### src/apco_pkg.sv
// Constants, state codes and state layouts for the axis pulse command output.
// Assumes one 20 MHz system clock and a synchronous active-low reset.
package apco_pkg;

  // ==========================================================================
  // Sizes and timing
  localparam int AXES = 4;
  localparam int DIST_W = 28;
  localparam int VEL_W = 25;
  localparam int TMR_W = 8;
  localparam int CLK_HZ = 20000000;
  localparam int CLK_PERIOD_NS = 50;
  // Least pulse width and least sign setup/hold, rounded up to cycles
  localparam int PULSE_NS = 1000;
  localparam int PULSE_CYC = (PULSE_NS + CLK_PERIOD_NS - 1) / CLK_PERIOD_NS;
  localparam int SETTLE_NS = 500;
  localparam int SETTLE_CYC = (SETTLE_NS + CLK_PERIOD_NS - 1) / CLK_PERIOD_NS;
  localparam logic [TMR_W-1:0] PULSE_LAST = TMR_W'(PULSE_CYC - 1);
  localparam logic [TMR_W-1:0] SETTLE_LAST = TMR_W'(SETTLE_CYC - 1);

  // ==========================================================================
  // Encodings
  localparam logic FMT_STEP_SIGN = 1'b0;
  localparam logic FMT_TWO_PULSE = 1'b1;
  localparam logic SIGN_PLUS = 1'b0;
  localparam logic SIGN_MINUS = 1'b1;

  typedef enum logic [4:0] {
    ST_IDLE = 5'h01,
    ST_ARM = 5'h02,
    ST_SETTLE = 5'h04,
    ST_RUN = 5'h08,
    ST_HOLD = 5'h10
  } apco_state_e;

  // ==========================================================================
  // State layouts
  typedef struct packed {
    apco_state_e state;
    logic [DIST_W-1:0] remain;
    logic [VEL_W-1:0] vel;
    logic minus;
    logic two_pulse;
    logic active_low;
    logic [TMR_W-1:0] timer;
    logic pulse_on;
    logic out_pin;
    logic dir_pin;
    logic done;
  } apco_axis_s;

  typedef struct packed {
    apco_axis_s [AXES-1:0] axis;
    logic [1:0] begin_sync;
    logic [1:0] halt_sync;
    logic begin_drive;
    logic halt_drive;
  } apco_top_s;

  typedef struct packed {
    logic [VEL_W:0] acc;
    logic tick;
  } apco_rate_s;

  localparam apco_axis_s AXIS_RST = '{state: ST_IDLE, default: '0};
  localparam apco_rate_s RATE_RST = '{default: '0};

endpackage : apco_pkg

### src/apco_rate_if.sv
// Rate request and tick between the axis sequencer and its rate generator.
// Assumes both ends run on the same system clock.
`timescale 1ns/1ps
interface apco_rate_if;
  logic run;
  logic [apco_pkg::VEL_W-1:0] velocity;
  logic tick;
  modport src (output run, output velocity, input tick);
  modport gen (input run, input velocity, output tick);
endinterface : apco_rate_if

### src/apco_rate_gen.sv
// Fractional rate generator: one tick per 1/velocity seconds on average.
// Assumes velocity below the clock rate; held at zero while not running.
`timescale 1ns/1ps
module apco_rate_gen (
  // Clock and reset
  input wire logic i_clk_sys,
  input wire logic i_nrst,
  // Rate request
  apco_rate_if.gen rate
);

  localparam logic [apco_pkg::VEL_W:0] HZ = (apco_pkg::VEL_W+1)'(apco_pkg::CLK_HZ);

  apco_pkg::apco_rate_s q;
  apco_pkg::apco_rate_s next_q;
  logic [apco_pkg::VEL_W:0] sum;

  // ==========================================================================
  // Accumulate pulses per second, wrap at the clock rate
  always_comb begin
    next_q = q;
    sum = q.acc + {1'b0, rate.velocity};
    next_q.tick = 1'b0;
    if (!rate.run) begin
      next_q.acc = '0;
    end else if (sum >= HZ) begin
      // Remainder kept, so long-run rate is exact
      next_q.acc = sum - HZ;
      next_q.tick = 1'b1;
    end else begin
      next_q.acc = sum;
    end
  end

  always_ff @(posedge i_clk_sys) begin
    if (!i_nrst) begin
      q <= apco_pkg::RATE_RST;
    end else begin
      q <= next_q;
    end
  end

  assign rate.tick = q.tick;

endmodule : apco_rate_gen

### src/apco_pulse_top.sv
// Four-axis pulse command output with shared begin and halt lines.
// Assumes command and configuration inputs come from logic on i_clk_sys;
// the shared lines are open-drain, active low, with an external pull-up.
// Config and commands are plain ports; software reaches no register here.
`timescale 1ns/1ps
module apco_pulse_top (
  // Clock and reset
  input wire logic i_clk_sys,
  input wire logic i_nrst,
  // Per-axis configuration
  input wire logic [apco_pkg::AXES-1:0] i_two_pulse_format,
  input wire logic [apco_pkg::AXES-1:0] i_pulse_active_low,
  input wire logic [apco_pkg::AXES-1:0] i_halt_follow,
  // Per-axis move command
  input wire logic [apco_pkg::AXES-1:0] i_cmd_valid,
  input wire logic [apco_pkg::AXES-1:0][apco_pkg::DIST_W-1:0] i_cmd_dist,
  input wire logic [apco_pkg::AXES-1:0][apco_pkg::VEL_W-1:0] i_cmd_vel,
  input wire logic [apco_pkg::AXES-1:0] i_cmd_minus,
  input wire logic [apco_pkg::AXES-1:0] i_cmd_wait_begin,
  output logic [apco_pkg::AXES-1:0] o_cmd_ready,
  output logic [apco_pkg::AXES-1:0] o_busy,
  output logic [apco_pkg::AXES-1:0] o_done,
  // Software requests to pull the shared lines
  input wire logic [apco_pkg::AXES-1:0] i_drive_begin,
  input wire logic [apco_pkg::AXES-1:0] i_drive_halt,
  // Motor driver pins: command pulse or plus_pulse_pin, sign or minus_pulse_pin
  output logic [apco_pkg::AXES-1:0] o_pulse_pin,
  output logic [apco_pkg::AXES-1:0] o_sign_pin,
  // Shared sync_begin_line, open drain
  input wire logic i_sync_begin_line,
  output logic o_sync_begin_line,
  output logic o_sync_begin_line_oe_n,
  // Shared sync_halt_line, open drain
  input wire logic i_sync_halt_line,
  output logic o_sync_halt_line,
  output logic o_sync_halt_line_oe_n
);

  apco_pkg::apco_top_s q;
  apco_pkg::apco_top_s next_q;
  logic begin_active;
  logic halt_active;
  logic begin_req;
  logic halt_req;
  logic [apco_pkg::AXES-1:0] halt_hit;
  logic [apco_pkg::AXES-1:0] rate_run;
  logic [apco_pkg::AXES-1:0] rate_tick;

  // ==========================================================================
  // Rate generators, one per axis
  for (genvar g = 0; g < apco_pkg::AXES; g++) begin : g_axis
    apco_rate_if rif ();
    assign rif.run = rate_run[g];
    assign rif.velocity = q.axis[g].vel;
    assign rate_tick[g] = rif.tick;
    assign rate_run[g] = (q.axis[g].state == apco_pkg::ST_RUN) && (q.axis[g].remain != '0);
    apco_rate_gen u_rate (
      .i_clk_sys(i_clk_sys),
      .i_nrst(i_nrst),
      .rate(rif.gen)
    );
  end

  // ==========================================================================
  // Shared line sensing
  // One wired node per line; own pull seen at once, others after sync
  // A released own pull stays seen two more cycles through the sync stages
  assign begin_active = !q.begin_sync[1] || q.begin_drive;
  assign halt_active = !q.halt_sync[1] || q.halt_drive;

  // ==========================================================================
  // Software pulls: any axis may pull either shared line
  assign begin_req = |i_drive_begin;
  assign halt_req = |i_drive_halt;

  // ==========================================================================
  // Halt as seen by each axis that follows it
  for (genvar g = 0; g < apco_pkg::AXES; g++) begin : g_halt
    assign halt_hit[g] = halt_active && i_halt_follow[g];
  end

  // ==========================================================================
  // Sequencer
  always_comb begin
    apco_pkg::apco_axis_s ax;
    logic act;
    ax = apco_pkg::AXIS_RST;
    act = 1'b0;
    next_q = q;
    // Pins sensed through two flops; first stage feeds only the second
    next_q.begin_sync = {q.begin_sync[0], i_sync_begin_line};
    next_q.halt_sync = {q.halt_sync[0], i_sync_halt_line};
    next_q.begin_drive = begin_req;
    next_q.halt_drive = halt_req;
    for (int a = 0; a < apco_pkg::AXES; a++) begin
      ax = q.axis[a];
      ax.done = 1'b0;
      unique case (q.axis[a].state)
        apco_pkg::ST_IDLE: begin
          // Idle pins follow live configuration
          ax.two_pulse = i_two_pulse_format[a];
          ax.active_low = i_pulse_active_low[a];
          ax.pulse_on = 1'b0;
          if (i_cmd_valid[a]) begin
            ax.remain = i_cmd_dist[a];
            ax.vel = i_cmd_vel[a];
            ax.minus = i_cmd_minus[a] ? apco_pkg::SIGN_MINUS : apco_pkg::SIGN_PLUS;
            ax.timer = apco_pkg::SETTLE_LAST;
            // Zero-length move answers done without going busy
            if (i_cmd_dist[a] == '0) begin
              ax.done = 1'b1;
            end else if (i_cmd_wait_begin[a]) begin
              ax.state = apco_pkg::ST_ARM;
            end else begin
              ax.state = apco_pkg::ST_SETTLE;
            end
          end
        end
        apco_pkg::ST_ARM: begin
          // Halt beats begin when both arrive together
          if (halt_hit[a]) begin
            ax.state = apco_pkg::ST_IDLE;
            ax.done = 1'b1;
          end else if (begin_active) begin
            // All armed axes leave on the same edge
            ax.state = apco_pkg::ST_SETTLE;
          end
        end
        apco_pkg::ST_SETTLE: begin
          // A halt here empties the move; sign still gets its hold time
          if (halt_hit[a]) begin
            ax.remain = '0;
          end
          // Sign already at its new level; wait setup before first pulse
          if (q.axis[a].timer == '0) begin
            ax.state = apco_pkg::ST_RUN;
          end else begin
            ax.timer = q.axis[a].timer - 1'b1;
          end
        end
        apco_pkg::ST_RUN: begin
          if (halt_hit[a]) begin
            // Pulse in flight still completes at full width
            ax.remain = '0;
          end
          if (q.axis[a].pulse_on) begin
            if (q.axis[a].timer == '0) begin
              ax.pulse_on = 1'b0;
            end else begin
              ax.timer = q.axis[a].timer - 1'b1;
            end
          end else if (ax.remain == '0) begin
            ax.state = apco_pkg::ST_HOLD;
            ax.timer = apco_pkg::SETTLE_LAST;
          end else if (rate_tick[a]) begin
            // Ticks during a pulse are lost: rate capped by pulse width
            ax.pulse_on = 1'b1;
            ax.timer = apco_pkg::PULSE_LAST;
            ax.remain = q.axis[a].remain - 1'b1;
          end
        end
        apco_pkg::ST_HOLD: begin
          // Sign held after last pulse ends
          if (q.axis[a].timer == '0) begin
            ax.state = apco_pkg::ST_IDLE;
            ax.done = 1'b1;
          end else begin
            ax.timer = q.axis[a].timer - 1'b1;
          end
        end
        default: begin
          ax = apco_pkg::AXIS_RST;
        end
      endcase
      // Pin mapping from the next pulse state, so pins come from flops
      // Polarity never touches the sign level in step form
      act = ax.pulse_on;
      if (ax.two_pulse == apco_pkg::FMT_TWO_PULSE) begin
        ax.out_pin = (act && !ax.minus) ^ ax.active_low;
        ax.dir_pin = (act && ax.minus) ^ ax.active_low;
      end else begin
        ax.out_pin = act ^ ax.active_low;
        ax.dir_pin = ax.minus;
      end
      next_q.axis[a] = ax;
    end
  end

  always_ff @(posedge i_clk_sys) begin
    if (!i_nrst) begin
      for (int a = 0; a < apco_pkg::AXES; a++) begin
        q.axis[a] <= apco_pkg::AXIS_RST;
      end
      // Sync stages start at the idle high level: no false pull after reset
      q.begin_sync <= 2'h3;
      q.halt_sync <= 2'h3;
      q.begin_drive <= 1'b0;
      q.halt_drive <= 1'b0;
    end else begin
      q <= next_q;
    end
  end

  // ==========================================================================
  // Outputs
  for (genvar g = 0; g < apco_pkg::AXES; g++) begin : g_out
    assign o_pulse_pin[g] = q.axis[g].out_pin;
    assign o_sign_pin[g] = q.axis[g].dir_pin;
    assign o_done[g] = q.axis[g].done;
    // Ready decoded from the state flop, so it may be combinational
    assign o_cmd_ready[g] = (q.axis[g].state == apco_pkg::ST_IDLE);
    assign o_busy[g] = (q.axis[g].state != apco_pkg::ST_IDLE);
  end

  // ==========================================================================
  // Shared line drivers
  // Open drain: only ever pull low, so cascaded boards can share the node
  assign o_sync_begin_line = 1'b0;
  assign o_sync_begin_line_oe_n = !q.begin_drive;
  assign o_sync_halt_line = 1'b0;
  assign o_sync_halt_line_oe_n = !q.halt_drive;

endmodule : apco_pulse_top

### config.mk
export PLATFORM = sky130hd
export DESIGN_NAME = apco_pulse_top
export DESIGN_NICKNAME = d
export VERILOG_FILES = /design/src/apco_pkg.sv /design/src/apco_rate_if.sv /design/src/apco_rate_gen.sv /design/src/apco_pulse_top.sv
export SDC_FILE = /design/constraint.sdc
export NUM_CORES = 1
export LEC_CHECK = 0
export BUFFER_PORTS_ARGS = -buffer_cell sky130_fd_sc_hd__buf_2
export CORE_MARGIN = 8
export CORE_UTILIZATION = 50
export CTS_CLUSTER_SIZE = 20
export DETAILED_ROUTE_END_ITERATION = 12
export PLACE_DENSITY_LB_ADDON = 0.3
export SYNTH_ARGS = -nofsm -noshare
export SYNTH_HDL_FRONTEND = slang
export SYNTH_SLANG_ARGS = --single-unit
### constraint.sdc
create_clock -name i_clk_sys -period 3.9 [get_ports i_clk_sys]
set_input_delay 0.195 -clock i_clk_sys [delete_from_list [all_inputs] [get_ports i_clk_sys]]
set_output_delay 0.195 -clock i_clk_sys [all_outputs]
set_load 0.01 [all_outputs]
# After elaboration in Yosys (flattened, before gate mapping)
# Index checks and enable logic that the tools add are counted.
# totals
regBits	406
latch_bits	0
mem_bits_rw	0
rom_bits	0
input_bits	248
output_inout_bits	24
word_cells	369
memories	0
# classes
add_sub_neg	16
n_mul	0
div	0
magnitude_cmp	4
n_eq_ne	56
shifts	0
mux	133
bitwise	24
n_reduce_logical	80
# op_table
cell	n
28-bit two-way mux	16
28-bit case mux with 4 select lines	4
59-bit two-way mux	4
28-bit zero test	8
28-bit case mux with 2 select lines	4
33-bit two-way mux	4
8-bit case mux with 4 select lines	4
28-bit nonzero test	4
28-bit by 1-bit subtractor with 28-bit output, second input constant	4
5-bit two-way mux	21
26-bit by 25-bit adder with 26-bit output	4
26-bit by 25-bit >= comparator with 1-bit output, second input constant	4
26-bit two-way mux	4
26-bit by 25-bit subtractor with 26-bit output, second input constant	4
5-bit case mux with 5 select lines	4
8-bit two-way mux	12
9-bit two-way mux	8
2-bit inequality test, second input constant	20
8-bit zero test	4
1-bit two-way mux	32
8-bit by 1-bit subtractor with 8-bit output, second input constant	4
7-bit AND reduction	4
2-bit AND reduction	12
4-bit OR reduction	6
21 further kinds	118

# Depth between registers and ports, before layout
# logic_depth
ltp_word	12
depth_mapped	20
ltp_nobuf	18

# Modules after synthesis
# Synthesis repeated with hierarchy kept, for this count alone.
# hier_totals
cells_unflattened	3623
area_unflattened_um2	28487.3
# modules_own_cells
module	n_inst	cells_each	area_per_inst_um2	seq_area_each_um2
apco_pulse_top	1	2001	16288.1	5965.7
apco_rate_gen (g_axis[0].u_rate ...)	3	404	3044.2	540.5
apco_rate_gen (g_axis[3].u_rate)	1	410	3066.7	540.5

# Worst setup path before layout
# OpenSTA, ideal clock, no wires.
# synth_timing
kind	flip-flop to flip-flop
startpoint	register q, in the netlist g_axis[0].rif.velocity[0]
endpoint	register g_axis[0].u_rate.q[18] in the netlist's numbering
setup_ns	0.131
t_arrival_ns	3.683
required_ns	3.769
path_slack_ns	0.086
path_stages_with_launch	20
path_buffers	1
synth_period_minus_slack_ns	3.814
cell_sequence	dfxtp_1 ha_1 fa_1 a211oi_1 nor3_1 o21a_1 nor2_1 xor2_1 inv_1 ha_1 nand3_1 nor3_1 nand3_1 nor4_1 a41oi_1 o211ai_1 a221oi_2 clkbuf_1 o21ai_0 nor3b_1
# synth_via
elab_chain_cells	3
elab_cells_between_ends	4
cone_classes	2 x add/sub; 1 x order compare; 1 x mux
# synth_lines
item	line	rtl
start: declaration	apco_pulse_top.sv:39	apco_pkg::apco_top_s q;
start signal: assignment	apco_pulse_top.sv:200	q <= next_q;
26-bit by 25-bit adder with 26-bit output (*)	apco_rate_gen.sv:22	sum = q.acc + {1'b0, rate.velocity};
26-bit by 25-bit subtractor with 26-bit output or 26-bit by 25-bit >= comparator with 1-bit output (tied branches)	apco_rate_gen.sv:28, apco_rate_gen.sv:26	
26-bit two-way mux (*)	apco_rate_gen.sv:26	end else if (sum >= HZ) begin
end signal: assignment	apco_rate_gen.sv:37	q <= apco_pkg::RATE_RST;
end signal: assignment	apco_rate_gen.sv:39	q <= next_q;
end: declaration	apco_rate_gen.sv:14	apco_pkg::apco_rate_s q;
# Mark *: on every way between the ends. The rest lies on a longest branch, timed or not.
# A chain may end at the register's enable or synchronous reset.

# Worst setup path in the final report
# layout_timing
startpoint	register q, in the netlist g_axis[0].rif.velocity[0]
endpoint	register g_axis[0].u_rate.q[24] in the netlist's numbering
# The elaborated chain is that of the path after synthesis.

==> results.sh <==
export IMPL_remaining_drc_errors=0
export IMPL_maxCapViolCount=0
export IMPL_fin_skew_ns=0.0250
export IMPL_hold_violations=0
export IMPL_p_leak_uw=0.0135
export IMPL_wirelength_um=85000
export IMPL_post_route_min_period_ns=3.92
export IMPL_portBuffers=269
export IMPL_min_period_over_period_pct=101
export IMPL_crit_required_ns=4.40
export IMPL_p_sw_uw=6280
export IMPL_holdCritPathClass="primary input to register"
export IMPL_synth_edf_count=0
export IMPL_ys_ff_latch=406
export IMPL_core_area_um2=51500
export IMPL_end_kind="register"
export IMPL_arrival_ns=4.42
export IMPL_ir_worst_vdd_mv=0.412
export IMPL_p_int_uw=10500
export IMPL_grt_pass1_vias=26581
export IMPL_grt_max_degree=138
export IMPL_antenna_found_initial=8
export IMPL_maxSlewHeadroom_pct=42.1
export IMPL_yosysUniqueCellTypes=95
export IMPL_yosys_cell_count_top_type="nor2_1"
export IMPL_fp_dieW_um=244
export IMPL_rows=83
export IMPL_first_iter_violations=2942
export IMPL_worstPathMaxFanout=7
export IMPL_dp_hpwl_um=56200
export IMPL_path_cells="ha_4 -> fa_2 -> a211oi_2 -> nor3_2 -> o21a_1 -> nor2_1 -> xor2_1 -> inv_1 -> ha_2 -> nand3_2 -> nor3_2 -> nand3_2 -> nor4_4 -> a41oi_2 -> o211ai_1 -> a221oi_2 -> buf_4 -> or4_4 -> a21oi_2"
export IMPL_syn_inst=3373
export IMPL_tightest_slew_ns=0.868
export IMPL_grt_remaining_overflow=0
export IMPL_grt_pass1_wl_um=135000
export IMPL_setup_violations=1
export IMPL_ant_nets=0
export IMPL_initial_core_util_pct=50.7
export IMPL_synth_seq_area_share_pct=31.1
export IMPL_cts_root_buf="clkbuf_16"
export IMPL_start_kind="register"
export IMPL_cts_buffers=47
export IMPL_cts_max_level=2
export IMPL_synth_top_cell_by_area="dfxtp_1"
export IMPL_vias=28298
export IMPL_synth_common_cells="nor2_1 (540), dfxtp_1 (406), nand2_1 (231)"
export IMPL_clk_path_buf_depth=3
export IMPL_rr_startpoint="g_axis[0].rif.velocity[0]"
export IMPL_p_comb_share_pct=38.8
export IMPL_rsz0062_at_grt="true"
export IMPL_postPlaceCellArea_um2=28500
export IMPL_violations="setup timing"
export IMPL_netSwitchingFraction_pct=37.5
export IMPL_layout_drive_gt1_share_pct=16.8
export IMPL_yosys_most_used_dff="dfxtp_1"
export IMPL_cp_slowest_cell="or4_4"
export IMPL_path_clk_slew_ns=0.06
export IMPL_finish_instance_area_um2=33300
export IMPL_endpoint="g_axis[0].u_rate.q[24]"
export IMPL_fmax_mhz=255
export IMPL_dr_pass1_iters=8
export IMPL_grt_util_all_layers_pct=26.4
export IMPL_fin_ws_ns=-0.0230
export IMPL_gp_congestion=0.918
export IMPL_via_per_inst=6.16
export IMPL_clk_latency_ns=0.59
export IMPL_slowest_delay_ns=0.48
export IMPL_fin_setup_tns_ns=-0.0230
export IMPL_pwr_share_clk_pct=30.1
export IMPL_reg2reg_depth=19
export IMPL_fill_cells=4296
export IMPL_slew_viol_final=0
export IMPL_final_nets=4239
export IMPL_synthTopCellsByArea="dfxtp_1 (31%), nor2_1 (7.8%), ha_1 (5.8%), a21oi_1 (4.4%), o21ai_0 (3.7%)"
export IMPL_cts_tree="done"
export IMPL_pwr_share_seq_pct=31.1
export IMPL_die_area_um2=59800
export IMPL_synth_top_cell_area_share_pct=31.1
export IMPL_synthToLayoutAreaGrowth_pct=27.5
export IMPL_status="finished with violations"
export IMPL_cts_sinks=406
export IMPL_mappedNetlistArea_um2=26100
export IMPL_die_h_um=244
export IMPL_power_density_nw_per_um2=504
export IMPL_rrSetupSlack_ns=-0.02
export IMPL_routedWlPerCell_um=18.5
export IMPL_critical_path_class="register to register"
export IMPL_r2r_end="g_axis[0].u_rate.q[24]"
export IMPL_yosys_warnings=0
export IMPL_syn_area_per_cell_um2=7.74
export IMPL_crit_start="g_axis[0].rif.velocity[0]"
export IMPL_total_power_uw=16800
export IMPL_async_flop_share_pct=0
export IMPL_pin_count=272
## power by group through the flow
stage	Combinational (µW)	Clock (µW)	Sequential, µW
after CTS	6240	5130	5190
final	6500	5040	5220
after global routing	7180	5310	5290
after floorplan	4500	0	5080
after global placement	5930	0	5260
after detailed placement	5990	0	5270
## final cells by class
cell class                 instances  area (µm²)  area share (%)
tap                              680         851            2.56
multi-input combinational       2693       17400            52.4
sequential                       406        8140            24.4
antenna                           11        27.5          0.0827
timing repair buffer             647        4810            14.5
inverter                          71         274           0.823
clock buffer                      57        1270            3.83
clock inverter                    27         480            1.44
## metal layers
metal / vias to the layer above / part of all wire (%) / global-route usage [%]
li1: 13641 / - / -
met1: 13136 / 43 / 35.3
met2: 1260 / 45 / 42.0
met3: 261 / 7.4 / 3.99
met4: 0 / 4.0 / 11.1
met5: - / 0 / 0
## state kept, by name (all words and copies together) (netlist names)
name and cells:
q 184, g_axis.u_rate.q 104, g_axis.rif.velocity 100, g_axis.u_rate.rate.tick 4, o_done 4, o_pulse_pin 4
o_sign_pin 4, next_q 2
## how the worst min path moves through the flow
stage	from	to	depth (start not counted)	slack [ns]
6_report	i_cmd_minus[1]	q[93]	3	0.05
5_1_grt	i_pulse_active_low[1]	q[91]	3	0.06
3_3_place_gp	i_sync_halt_line	next_q[3]	2	0.38
2_1_floorplan	i_sync_halt_line	next_q[3]	1	0.30
3_5_place_dp	i_sync_halt_line	next_q[3]	2	0.39
4_1_cts	i_pulse_active_low[1]	q[91]	3	0.005
## cell families after synthesis
| logic type | share of synthesized area (%) |
|---|---|
| compound gates | 28.3 |
| xor+xnor | 4.40 |
| fa+ha+maj | 6.11 |
| buf+inv | 4.25 |
| flops | 31.1 |
| mux | 1.65 |
| other cells | 0.0144 |
| simple gates | 24.1 |
## through the flow
| stage | hold WS [ns] | setup slack (ns) | util, % | std cells |
|---|---|---|---|---|
| 2_1_floorplan | 0.296 | 0.0862 | - | 3374 |
| 3_3_place_gp | 0.379 | 0.0964 | 55.3 | 4250 |
| 3_5_place_dp | 0.389 | -0.0566 | 55.3 | 4250 |
| 4_1_cts | 0.00500 | 0.0147 | 63.3 | 4567 |
| 5_1_grt | 0.0577 | -0.246 | 64.6 | 4589 |
| 6_report | 0.0538 | -0.0230 | 64.6 | 4592 |
## layout by cell type (no fill, tap or decap), drive strengths merged, types with 24 or more instances in the layout
cell type    instances
xor2                53
and3                37
a22oi              113
nand2              231
ha                 121
xnor2               78
nor4                67
inv                 72
a211oi              33
o21ai              232
or2                 24
nand3               81
a21o                57
a21oi              228
dfxtp              406
dlygate4sd3        232
o31ai               35
nor2               541
mux2i               28
a222oi              92
nand2b              32
or3                 44
o211ai              36
a31oi               36
clkbuf              57
nor3                84
buf                415
and2                56
## critical path, delay by kind of cell (launching register included)
kind	cells	cell delay [ns]
simple gates	7	1.31
compound gates	6	1.09
fa+ha+maj	3	0.69
flops	1	0.33
buf+inv	2	0.29
xor+xnor	1	0.11
## what timing repair did
action	CTS	global route
hold buffers	232	0
resized for setup	8	130
hold endpoints to repair	232	0
pin swaps	3	54
cloned	0	2
endpoints found under the setup margin	6	83
buffers inserted	1	12
(Power assumes the default switching activity.)
